--- config.mk ---
export PLATFORM = sky130hd
export DESIGN_NAME = csprr_card_flat
export DESIGN_NICKNAME = d
export VERILOG_FILES = /design/src/common/csprr_pkg.sv /design/src/common/csprr_if.sv /design/src/logic/csprr_card.sv /design/src/flat_wrapper.sv
export SDC_FILE = /design/constraint.sdc
export NUM_CORES = 1
export LEC_CHECK = 0
export ABC_AREA = 1
export BUFFER_PORTS_ARGS = -buffer_cell sky130_fd_sc_hd__buf_2
export CORE_ASPECT_RATIO = 0.7
export CORE_MARGIN = 2
export CORE_UTILIZATION = 45
export DETAILED_ROUTE_END_ITERATION = 10
export PLACE_DENSITY_LB_ADDON = 0.08
export SYNTH_ARGS = -nofsm -noshare
export SYNTH_HDL_FRONTEND = slang
export SYNTH_SLANG_ARGS = --single-unit
--- constraint.sdc ---
create_clock -name sys_clk -period 3.3 [get_ports sys_clk]
set_input_delay 0.165 -clock sys_clk [delete_from_list [all_inputs] [get_ports sys_clk]]
set_output_delay 0.165 -clock sys_clk [all_outputs]
set_load 0.05 [all_outputs]
--- src/common/csprr_pkg.sv ---
// constants and types shared by both ends of the card status register link
package csprr_pkg;
  // register indices on the link (byte offsets from the config base)
  localparam logic [2:0] CSPRR_IDX_OPTION = 3'h0;
  localparam logic [2:0] CSPRR_IDX_STATUS = 3'h1;
  localparam logic [2:0] CSPRR_IDX_PINREP = 3'h2;
  localparam logic [2:0] CSPRR_IDX_SOCKET = 3'h3;
  // card status register fields
  localparam int CSPRR_ST_CHANGED = 7;
  localparam int CSPRR_ST_CHANGE_SIGNAL_ENABLE = 6;
  localparam int CSPRR_ST_BYTEIO = 5;
  localparam int CSPRR_ST_AUDIO = 3;
  localparam int CSPRR_ST_PWRDN = 2;
  localparam int CSPRR_ST_INTR = 1;
  // host-writable bits of the card status register
  localparam logic [7:0] CSPRR_ST_WMASK = 8'h6C;
  // pin replacement layout: change bits sit above level bits
  localparam int CSPRR_PR_CHG_LSB = 4;
  localparam int CSPRR_PR_LVL_W = 4;
  // socket/copy write mask, option index mask and reset value
  localparam logic [7:0] CSPRR_SC_WMASK = 8'h7F;
  localparam logic [7:0] CSPRR_OPT_IDX_MASK = 8'h3F;
  localparam logic [7:0] CSPRR_RESET_VAL = 8'h00;
  // avalon register offsets of the host controller (word addresses)
  localparam logic [1:0] CSPRR_AV_CMD = 2'h0;
  localparam logic [1:0] CSPRR_AV_WDATA = 2'h1;
  localparam logic [1:0] CSPRR_AV_RDATA = 2'h2;
  localparam logic [1:0] CSPRR_AV_STAT = 2'h3;
  // command word fields
  localparam int CSPRR_CMD_WR = 8;
  localparam int CSPRR_CMD_IDX_LSB = 0;
  typedef enum logic [1:0] {
    CSPRR_IDLE = 2'b00,
    CSPRR_REQ = 2'b01,
    CSPRR_DONE = 2'b11
  } csprr_state_t;
endpackage

--- src/common/csprr_if.sv ---
// link between host socket adapter and card register bank
`timescale 1ns/1ps
interface csprr_if;
  logic req;
  logic wr;
  logic [2:0] idx;
  logic [7:0] wdata;
  logic [7:0] rdata;
  logic ack;
  logic status_change_n;
  logic battery_detect2;
  modport card (
    input req, wr, idx, wdata,
    output rdata, ack, status_change_n, battery_detect2
  );
  modport host (
    output req, wr, idx, wdata,
    input rdata, ack, status_change_n, battery_detect2
  );
endinterface

--- src/logic/csprr_card.sv ---
// card end: status, pin replacement and socket/copy registers
//
// The Avalon-MM interface to the registers and the register addresses are this design's own decisions.
`timescale 1ns/1ps
// Overview of operation
// - changed bit is OR of change bits
// - drive status change low when flagged
// - hold status change high when disabled
// - host steers change signal enable
// - byte-only host splits wide accesses
// - status bits 4 and 0 read zero
// - audio replaces battery detect 2 pin
// - power down request drives low-power output
// - host avoids power down while busy
// - interrupt bit follows internal request
// - low nibble masks upper writes
// - level change sets change bit
// - battery warn levels readable
// - ready level readable
// - write protect level readable
// - mask one writes change bit too
// - socket written before configuration index
// - socket number field identifies position
// - copy number written by host
// - socket register top bit zero
// - configured only for nonzero index
module csprr_card (
  input wire logic sys_clk,
  input wire logic resetn,
  input wire logic clk_en,
  csprr_if.card lnk,
  input wire logic batt_warn1_in,
  input wire logic batt_warn2_in,
  input wire logic ready_in,
  input wire logic wp_in,
  input wire logic intr_req,
  input wire logic audio_in,
  output logic power_down_request,
  output logic host_byte_only_io,
  output logic io_configured,
  output logic [3:0] socket_number,
  output logic [2:0] copy_number
);
  import csprr_pkg::*;

  logic [3:0] lvl_s1;
  logic [3:0] lvl_s2;
  logic [3:0] lvl_q;
  logic [3:0] chg;
  logic [7:0] status;
  logic [7:0] socket_and_copy;
  logic [7:0] option;
  logic [7:0] rdata;
  logic ack;
  logic [2:0] prime;
  logic [3:0] raw_lvl;
  wire [3:0] next_chg;
  logic [7:0] rd_mux;
  logic [7:0] status_rd;
  // register selects shared by the write strobes and the read mux
  wire sel_st = (lnk.idx == CSPRR_IDX_STATUS);
  wire sel_pin = (lnk.idx == CSPRR_IDX_PINREP);
  wire sel_sc = (lnk.idx == CSPRR_IDX_SOCKET);
  wire sel_opt = (lnk.idx == CSPRR_IDX_OPTION);
  wire take = lnk.req & ~ack;
  wire wr_go = take & lnk.wr;
  wire wr_pin = wr_go & sel_pin;
  wire wr_st = wr_go & sel_st;
  wire wr_sc = wr_go & sel_sc;
  wire wr_opt = wr_go & sel_opt;
  wire [3:0] wmask = lnk.wdata[CSPRR_PR_LVL_W-1:0];
  wire [3:0] wchg = lnk.wdata[CSPRR_PR_CHG_LSB +: CSPRR_PR_LVL_W];
  wire [3:0] host_wr_en = {CSPRR_PR_LVL_W{wr_pin}} & wmask;
  // compare only once both stages hold post-reset samples of the pins
  wire [3:0] edge_det = prime[2] ? (lvl_s2 ^ lvl_q) : 4'h0;
  wire changed = |chg;
  wire configured;
  wire change_signal_enable_on;
  wire audio_on;

  // ordering: bit 3 warn1, 2 warn2, 1 ready, 0 write protect
  assign raw_lvl = {batt_warn1_in, batt_warn2_in, ready_in, wp_in};

  ////////////////////////////////////////////////////////////////////
  // nonzero index configures
  assign configured = |(option & CSPRR_OPT_IDX_MASK);
  assign io_configured = configured;

  always_ff @(posedge sys_clk or negedge resetn) begin
    if (!resetn) begin
      lvl_s1 <= CSPRR_RESET_VAL[3:0];
      lvl_s2 <= CSPRR_RESET_VAL[3:0];
    end else if (clk_en) begin
      lvl_s1 <= raw_lvl;
      lvl_s2 <= lvl_s1;
    end
  end

  // compare stage: reads only the second sync flop, never the first
  always_ff @(posedge sys_clk or negedge resetn) begin
    if (!resetn) begin
      lvl_q <= CSPRR_RESET_VAL[3:0];
    end else if (clk_en) begin
      lvl_q <= lvl_s2;
    end
  end

  // warm-up: a pin already high at reset release must not look like an edge
  always_ff @(posedge sys_clk or negedge resetn) begin
    if (!resetn) begin
      prime <= CSPRR_RESET_VAL[2:0];
    end else if (clk_en) begin
      prime <= {prime[1:0], 1'b1};
    end
  end

  // per-bit change flag: hardware set wins over host write
  genvar i;
  generate
    for (i = 0; i < CSPRR_PR_LVL_W; i++) begin : g_chg
      // mask gates write; mask one writes change bit; edge sets
      assign next_chg[i] = edge_det[i] ? 1'b1 :
                           host_wr_en[i] ? wchg[i] : chg[i];
    end
  endgenerate

  always_ff @(posedge sys_clk or negedge resetn) begin
    if (!resetn) begin
      chg <= CSPRR_RESET_VAL[3:0];
    end else if (clk_en) begin
      chg <= next_chg;
    end
  end

  ////////////////////////////////////////////////////////////////////
  // host-writable status bits; byte-only flag kept for card logic
  always_ff @(posedge sys_clk or negedge resetn) begin
    if (!resetn) begin
      status <= CSPRR_RESET_VAL;
    end else if (clk_en & wr_st) begin
      status <= lnk.wdata & CSPRR_ST_WMASK;
    end
  end

  // top bit forced zero; socket and copy stored
  always_ff @(posedge sys_clk or negedge resetn) begin
    if (!resetn) begin
      socket_and_copy <= CSPRR_RESET_VAL;
    end else if (clk_en & wr_sc) begin
      socket_and_copy <= lnk.wdata & CSPRR_SC_WMASK;
    end
  end

  // option kept whole so a readback returns what the host wrote;
  // only its index field decides whether the card counts as configured
  always_ff @(posedge sys_clk or negedge resetn) begin
    if (!resetn) begin
      option <= CSPRR_RESET_VAL;
    end else if (clk_en & wr_opt) begin
      option <= lnk.wdata;
    end
  end

  // summary bit; reserved bits zero; live interrupt state
  always_comb begin
    status_rd = status & CSPRR_ST_WMASK;
    status_rd[CSPRR_ST_CHANGED] = changed;
    status_rd[CSPRR_ST_INTR] = intr_req;
  end

  // levels read back from synchronised inputs
  assign rd_mux = sel_st ? status_rd :
                  sel_pin ? {chg, lvl_s2} :
                  sel_sc ? socket_and_copy :
                  sel_opt ? option : CSPRR_RESET_VAL;

  // one-cycle ack per request; host drops req after seeing it
  always_ff @(posedge sys_clk or negedge resetn) begin
    if (!resetn) begin
      ack <= 1'b0;
    end else if (clk_en) begin
      ack <= take;
    end
  end

  // rdata held until the next request so a slow host can still fetch it
  always_ff @(posedge sys_clk or negedge resetn) begin
    if (!resetn) begin
      rdata <= CSPRR_RESET_VAL;
    end else if (clk_en & take) begin
      rdata <= rd_mux;
    end
  end

  assign lnk.ack = ack;
  assign lnk.rdata = rdata;

  ////////////////////////////////////////////////////////////////////
  // change pin low only when flagged, enabled and configured
  // combinational pin: follows a new change bit without an extra cycle
  assign change_signal_enable_on = status[CSPRR_ST_CHANGE_SIGNAL_ENABLE];
  assign lnk.status_change_n = ~(changed & change_signal_enable_on & configured);
  // audio replaces battery warn 2 on the pin
  assign audio_on = status[CSPRR_ST_AUDIO] & configured;
  assign lnk.battery_detect2 = audio_on ? audio_in : lvl_s2[2];
  // power-down request to card power logic
  assign power_down_request = status[CSPRR_ST_PWRDN];
  // byte-only access hint for overlapping wide registers
  assign host_byte_only_io = status[CSPRR_ST_BYTEIO];
  assign socket_number = socket_and_copy[3:0];
  assign copy_number = socket_and_copy[6:4];
endmodule

--- src/flat_wrapper.sv ---
// flat-port wrapper written by rule: the top's interface ports become plain ports
module csprr_card_flat import csprr_pkg::*;
  (sys_clk, resetn, clk_en, batt_warn1_in, batt_warn2_in, ready_in, wp_in, intr_req, audio_in, power_down_request, host_byte_only_io, io_configured, socket_number, copy_number, lnk_req, lnk_wr, lnk_idx, lnk_wdata, lnk_rdata, lnk_ack, lnk_status_change_n, lnk_battery_detect2);
  csprr_if lnk_i ();
  input wire logic sys_clk;
  input wire logic resetn;
  input wire logic clk_en;
  input wire logic batt_warn1_in;
  input wire logic batt_warn2_in;
  input wire logic ready_in;
  input wire logic wp_in;
  input wire logic intr_req;
  input wire logic audio_in;
  output logic power_down_request;
  output logic host_byte_only_io;
  output logic io_configured;
  output logic [3:0] socket_number;
  output logic [2:0] copy_number;
  input wire logic [$bits(lnk_i.req)-1:0] lnk_req;
  input wire logic [$bits(lnk_i.wr)-1:0] lnk_wr;
  input wire logic [$bits(lnk_i.idx)-1:0] lnk_idx;
  input wire logic [$bits(lnk_i.wdata)-1:0] lnk_wdata;
  output wire logic [$bits(lnk_i.rdata)-1:0] lnk_rdata;
  output wire logic [$bits(lnk_i.ack)-1:0] lnk_ack;
  output wire logic [$bits(lnk_i.status_change_n)-1:0] lnk_status_change_n;
  output wire logic [$bits(lnk_i.battery_detect2)-1:0] lnk_battery_detect2;
  assign lnk_i.req = lnk_req;
  assign lnk_i.wr = lnk_wr;
  assign lnk_i.idx = lnk_idx;
  assign lnk_i.wdata = lnk_wdata;
  assign lnk_rdata = lnk_i.rdata;
  assign lnk_ack = lnk_i.ack;
  assign lnk_status_change_n = lnk_i.status_change_n;
  assign lnk_battery_detect2 = lnk_i.battery_detect2;
  csprr_card u_core (.sys_clk(sys_clk), .resetn(resetn), .clk_en(clk_en), .lnk(lnk_i), .batt_warn1_in(batt_warn1_in), .batt_warn2_in(batt_warn2_in), .ready_in(ready_in), .wp_in(wp_in), .intr_req(intr_req), .audio_in(audio_in), .power_down_request(power_down_request), .host_byte_only_io(host_byte_only_io), .io_configured(io_configured), .socket_number(socket_number), .copy_number(copy_number));
endmodule
After elaboration in Yosys (flattened, before gate mapping). Cells that the tools add are included. Widths: inputs -> output; s select.

Bits in latches: 0. Bits of input ports: 22. Output and inout port bits: 21. Bits in writable memories: 0. Word-level logic and storage cells: 58. Register bits: 47. Memory bits (read-only): 0. Memories kept: 0.

$add $sub $neg: 0. Divide/modulo/power cells: 0. Magnitude comparators: 0. Shift-type cells: 0. Eq/ne operators: 3. Multiply operators: 0. Bitwise operators: 17. Reduce and logical (&&, ||, !) cells: 11. Multiplexer cells: 14.

Operators by type and width (number): $mux 8 (4); $and 1x1->1 (13); $mux 1 (9); $reduce_and 2->1 (4); $reduce_bool 2->1 (4); $eq 3x2->1 const B (2); $reduce_or 6->1 (1); $and 4x4->4 (1); $mux 4 (1); $reduce_or 4->1 (1); $xor 4x4->4 (1); $eq 3x1->1 const B (1); $logic_not 3->1 (1); $not 1->1 (2).

Logic depth before layout (Yosys ltp).
Word-level depth: 7. Mapped depth: 8. Mapped depth without buffers: 8.

Worst setup path before layout. No wires, ideal clock.

Path kind: register -> output. Start point: register u_core.option[3]. End point: output lnk_battery_detect2. Required time: 3.135 ns. Arrival: 1.928 ns. Slack: 1.207 ns. Cell stages (with the launch flop): 6. Cell sequence: dfrtp_1 nor2_1 nand3_1 nand2_1 nor2_1 a21oi_1.

Word-level cells in the longest chain between the ends: 3.

RTL lines: start: declaration (line csprr_card.sv:52) `logic [7:0] option;`; start signal: assignment (line csprr_card.sv:160) `option <= lnk.wdata;`; $reduce_or 6->1 (line csprr_card.sv:86) `assign configured = |(option & CSPRR_OPT_IDX_MASK);`; named net io_configured (line flat_wrapper.sv:16) `output logic io_configured;`; $and 1x1->1 (line csprr_card.sv:204) `assign audio_on = status[CSPRR_ST_AUDIO] & configured;`; $mux 1 (line csprr_card.sv:205) `assign lnk.battery_detect2 = audio_on ? audio_in : lvl_s2[2];`; end: declaration (line flat_wrapper.sv:26) `output wire logic [$bits(lnk_i.battery_detect2)-1:0] lnk_battery_detect2;`.

The timed path passes the listed nets, and every way through them passes these cells.

Worst setup path after layout.
Start point: register u_core.option[1]. End point: output lnk_battery_detect2.

Word-level cells in the longest chain between the ends: 3.

RTL lines (line): $reduce_or 6->1 (csprr_card.sv:86); $and 1x1->1 (csprr_card.sv:204); $mux 1 (csprr_card.sv:205).

Every way passes these cells.

==> results.md <==
- CP startpoint kind: register
- First-pass GRT wire length: 8.15 mm
- CP cell instances: nor2_1, nand3_1, nand2_1, nor2_1, a21oi_1, buf_2
- Overall die width: 87.2 um
- Final Net Count: 332
- Worst-Margin Slew: 1.05 ns
- Total track usage: 19.7%
- Vias in the first global route: 1658
- Skew-Pair Late Insertion Delay: 0.30 ns
- Top cell type's share of synthesized area: 53.9%
- Setup Buffers After CTS: 0
- WL/cell: 13.2 um
- Post-synthesis sequential area ratio: 53.9%
- Synth area leader: dfrtp_1
- Ant. Diodes: 0
- Placed Cells: 360
- IO buf count: 42
- Post-CTS Hold Buffers: 0
- Max-cap viol count: 0
- Dpl hpwl: 3.59 mm
- Setup crit end kind: primary output
- Core area: 0.00473 mm2
- Slowest CP cell: dfrtp_1
- Tmin final: 1.70 ns
- P&R area growth vs syn: 16.5%
- Power density cells: 624 mW/mm2
- Clock sink total: 47
- Layout cells sized above 1: 21.2%
- Worst path required time: 3.13 ns
- Clk buf depth: 2
- Count of cell types in the netlist: 21
- Via-to-Cell Ratio: 4.89
- Crit path DAT: 1.53 ns
- HP Class: input pin to async pin
- #FFs+latches synth: 47
- Synth warn: 0
- Final hold viol count: 0
- Critical Path Most Common Cell: nor2_1
- Total gr overflow: 0
- CTS Buf Count: 5
- Synth Cell Area: 0.00218 mm2
- DRT Wirelength: 4.84 mm
- Synth Net Count: 290
- Critical Path Max Stage Delay: 0.41 ns
- Clk_skew: 0.00972 ns
- Drt first-iter violations: 153
- Post-Layout Cell Count: 368
- Antenna violations before repair: 0
- Initial Util: 46.1%
- Slew Viols, Final: 0
- CTS tree: built
- Die Ht: 62.3 um
- Remaining antenna violation count: 0
- Synthesized area per cell: 8.14 um2
- Clk root buf: clkbuf_8
- Synth area leaders: dfrtp_1 54%, nand2_1 19%, o21ai_0 4.8%, inv_1 4.0%, nand3_1 3.2%
- Setup TNS: 0 ns
- Drt pass-1 iters: 4
- Class of the most critical setup path: register to primary output
- Area after DPL: 0.00242 mm2
- Final period util: 51.5%
- DR vias: 1801
- P_leak: 1.40 nW
- Peak VDD IR: 0.301 mV
- DR DRC count: 0
- Total die area: 0.00543 mm2
- RSZ-0062 raised after global routing: false
- Syn Inst Count: 268
- Design Area, Final: 0.00254 mm2
- Htree depth: 2
- Crit path max fanout: 3
- Clock-pin slew on the worst setup and hold paths: 0.09 ns
- Final Wtd Congestion: 0.816
- Relative slew slack: 30.3%
- CTS resizes: 0
- Core Rows: 21
- Status: complete, no violations
- Final setup vio count: 0
- FMAX: 588 MHz
- # IOs: 43
- Largest net degree at the start of global routing: 48
where the power goes:
part,switching (mW),leakage [nW],internal (mW)
Combinational,0.304,0.740,0.109
Clock,0.194,0.0612,0.245
Sequential,0.0662,0.601,0.667
Total,0.564,1.40,1.02
metrics by stage:
| step | hold WS [ns] | util [%] | setup slack, ns | power (mW) |
|---|---|---|---|---|
| floorplan | -0.131 | - | 1.21 | 1.04 |
| CTS | 0.0526 | 53.7 | 1.59 | 1.60 |
| detailed placement | 0.368 | 51.2 | 1.73 | 1.16 |
| global route | 0.0755 | 53.7 | 1.47 | 1.68 |
| global placement | 0.367 | 51.2 | 1.79 | 1.16 |
| finish | 0.0430 | 53.7 | 1.60 | 1.59 |
state kept, by name, summed over array words and instances (netlist names):
register and cells:
u_core.lvl_q 4, u_core.lvl_s1 4, u_core.option 8, u_core.status 4, u_core.socket_and_copy 7, u_core.lnk.rdata 8, u_core.chg 4, u_core.lvl_s2 4
u_core.lnk.ack 1, u_core.prime 3
placed cells by master (no fill, tap or decap):
cell / n
nand2_1: 112
nor2_1: 8
inv_2: 2
nand2_2: 1
clkinv_2: 1
buf_2: 42
bufinv_16: 1
nand2_4: 1
nand3_1: 14
a21oi_1: 7
nand3_2: 1
o21ai_0: 21
nor2_2: 1
nor2_4: 2
a22oi_1: 5
o21ai_1: 8
nor3_4: 1
o21ai_2: 7
inv_1: 23
dfrtp_1: 47
clkbuf_8: 6
cell families (layout without fill, tap and decap cells):
kind of cell    Yosys count  count (layout)  synth area share [%]
simple gates            141             141                  27.2
flops                    47              47                  53.9
buf+inv                  32              75                  6.14
compound gates           48              48                  12.8
Yosys cell counts:
master      n
nand3_1    14
o21ai_2     7
nand2_4     1
nor2_2      1
o21ai_1     8
o21ai_0    21
nand2_1   112
clkbuf_1    3
buf_6       1
nor2_4      2
dfrtp_1    47
buf_2       2
buf_4       1
inv_1      23
nand3_2     1
nand2_2     1
nor3_4      1
inv_2       2
a22oi_1     5
nor2_1      8
a21oi_1     7
worst max-delay path, delay by kind of cell (launching register included):
kind | cells | cell delay [ns]
compound gates | 1 | 0.10
buf+inv | 1 | 0.27
flops | 1 | 0.41
simple gates | 4 | 0.46
area by class of cell:
| class | count | area, um2 |
|---|---|---|
| Clock buffer | 6 | 82.6 |
| Clock inverter | 2 | 35.0 |
| Fill cell | 471 | 2190 |
| Inverter | 25 | 93.8 |
| Multi-Input combinational cell | 189 | 872 |
| Sequential cell | 47 | 1180 |
| Tap cell | 57 | 71.3 |
| Timing Repair Buffer | 42 | 210 |
final timing paths:
kind,startpoint,endpoint,slack [ns],depth (start not counted)
min in group sys_clk,batt_warn2_in,u_core.lvl_s1[2]$_DFFE_PN0P_,0.06,3
max reg2reg,u_core.lnk.ack$_DFFE_PN0P_,u_core.status[3]$_DFFE_PN0P_,1.85,6
max in group asynchronous,resetn,u_core.socket_and_copy[4]$_DFFE_PN0P_,2.60,1
max,u_core.option[1]$_DFFE_PN0P_,lnk_battery_detect2,1.60,6
min reg2reg,u_core.prime[0]$_DFFE_PN0P_,u_core.prime[0]$_DFFE_PN0P_,0.46,2
min,resetn,u_core.lvl_s1[2]$_DFFE_PN0P_,0.04,1
metal layers:
layer	wire length [um]	part of all wire [%]	GRT usage, %
met4	48	0.99	6.35
met5	0	0	0
met2	1930	40	27.0
met3	209	4.3	4.12
met1	2650	55	31.0
(Power assumes the default switching activity.)
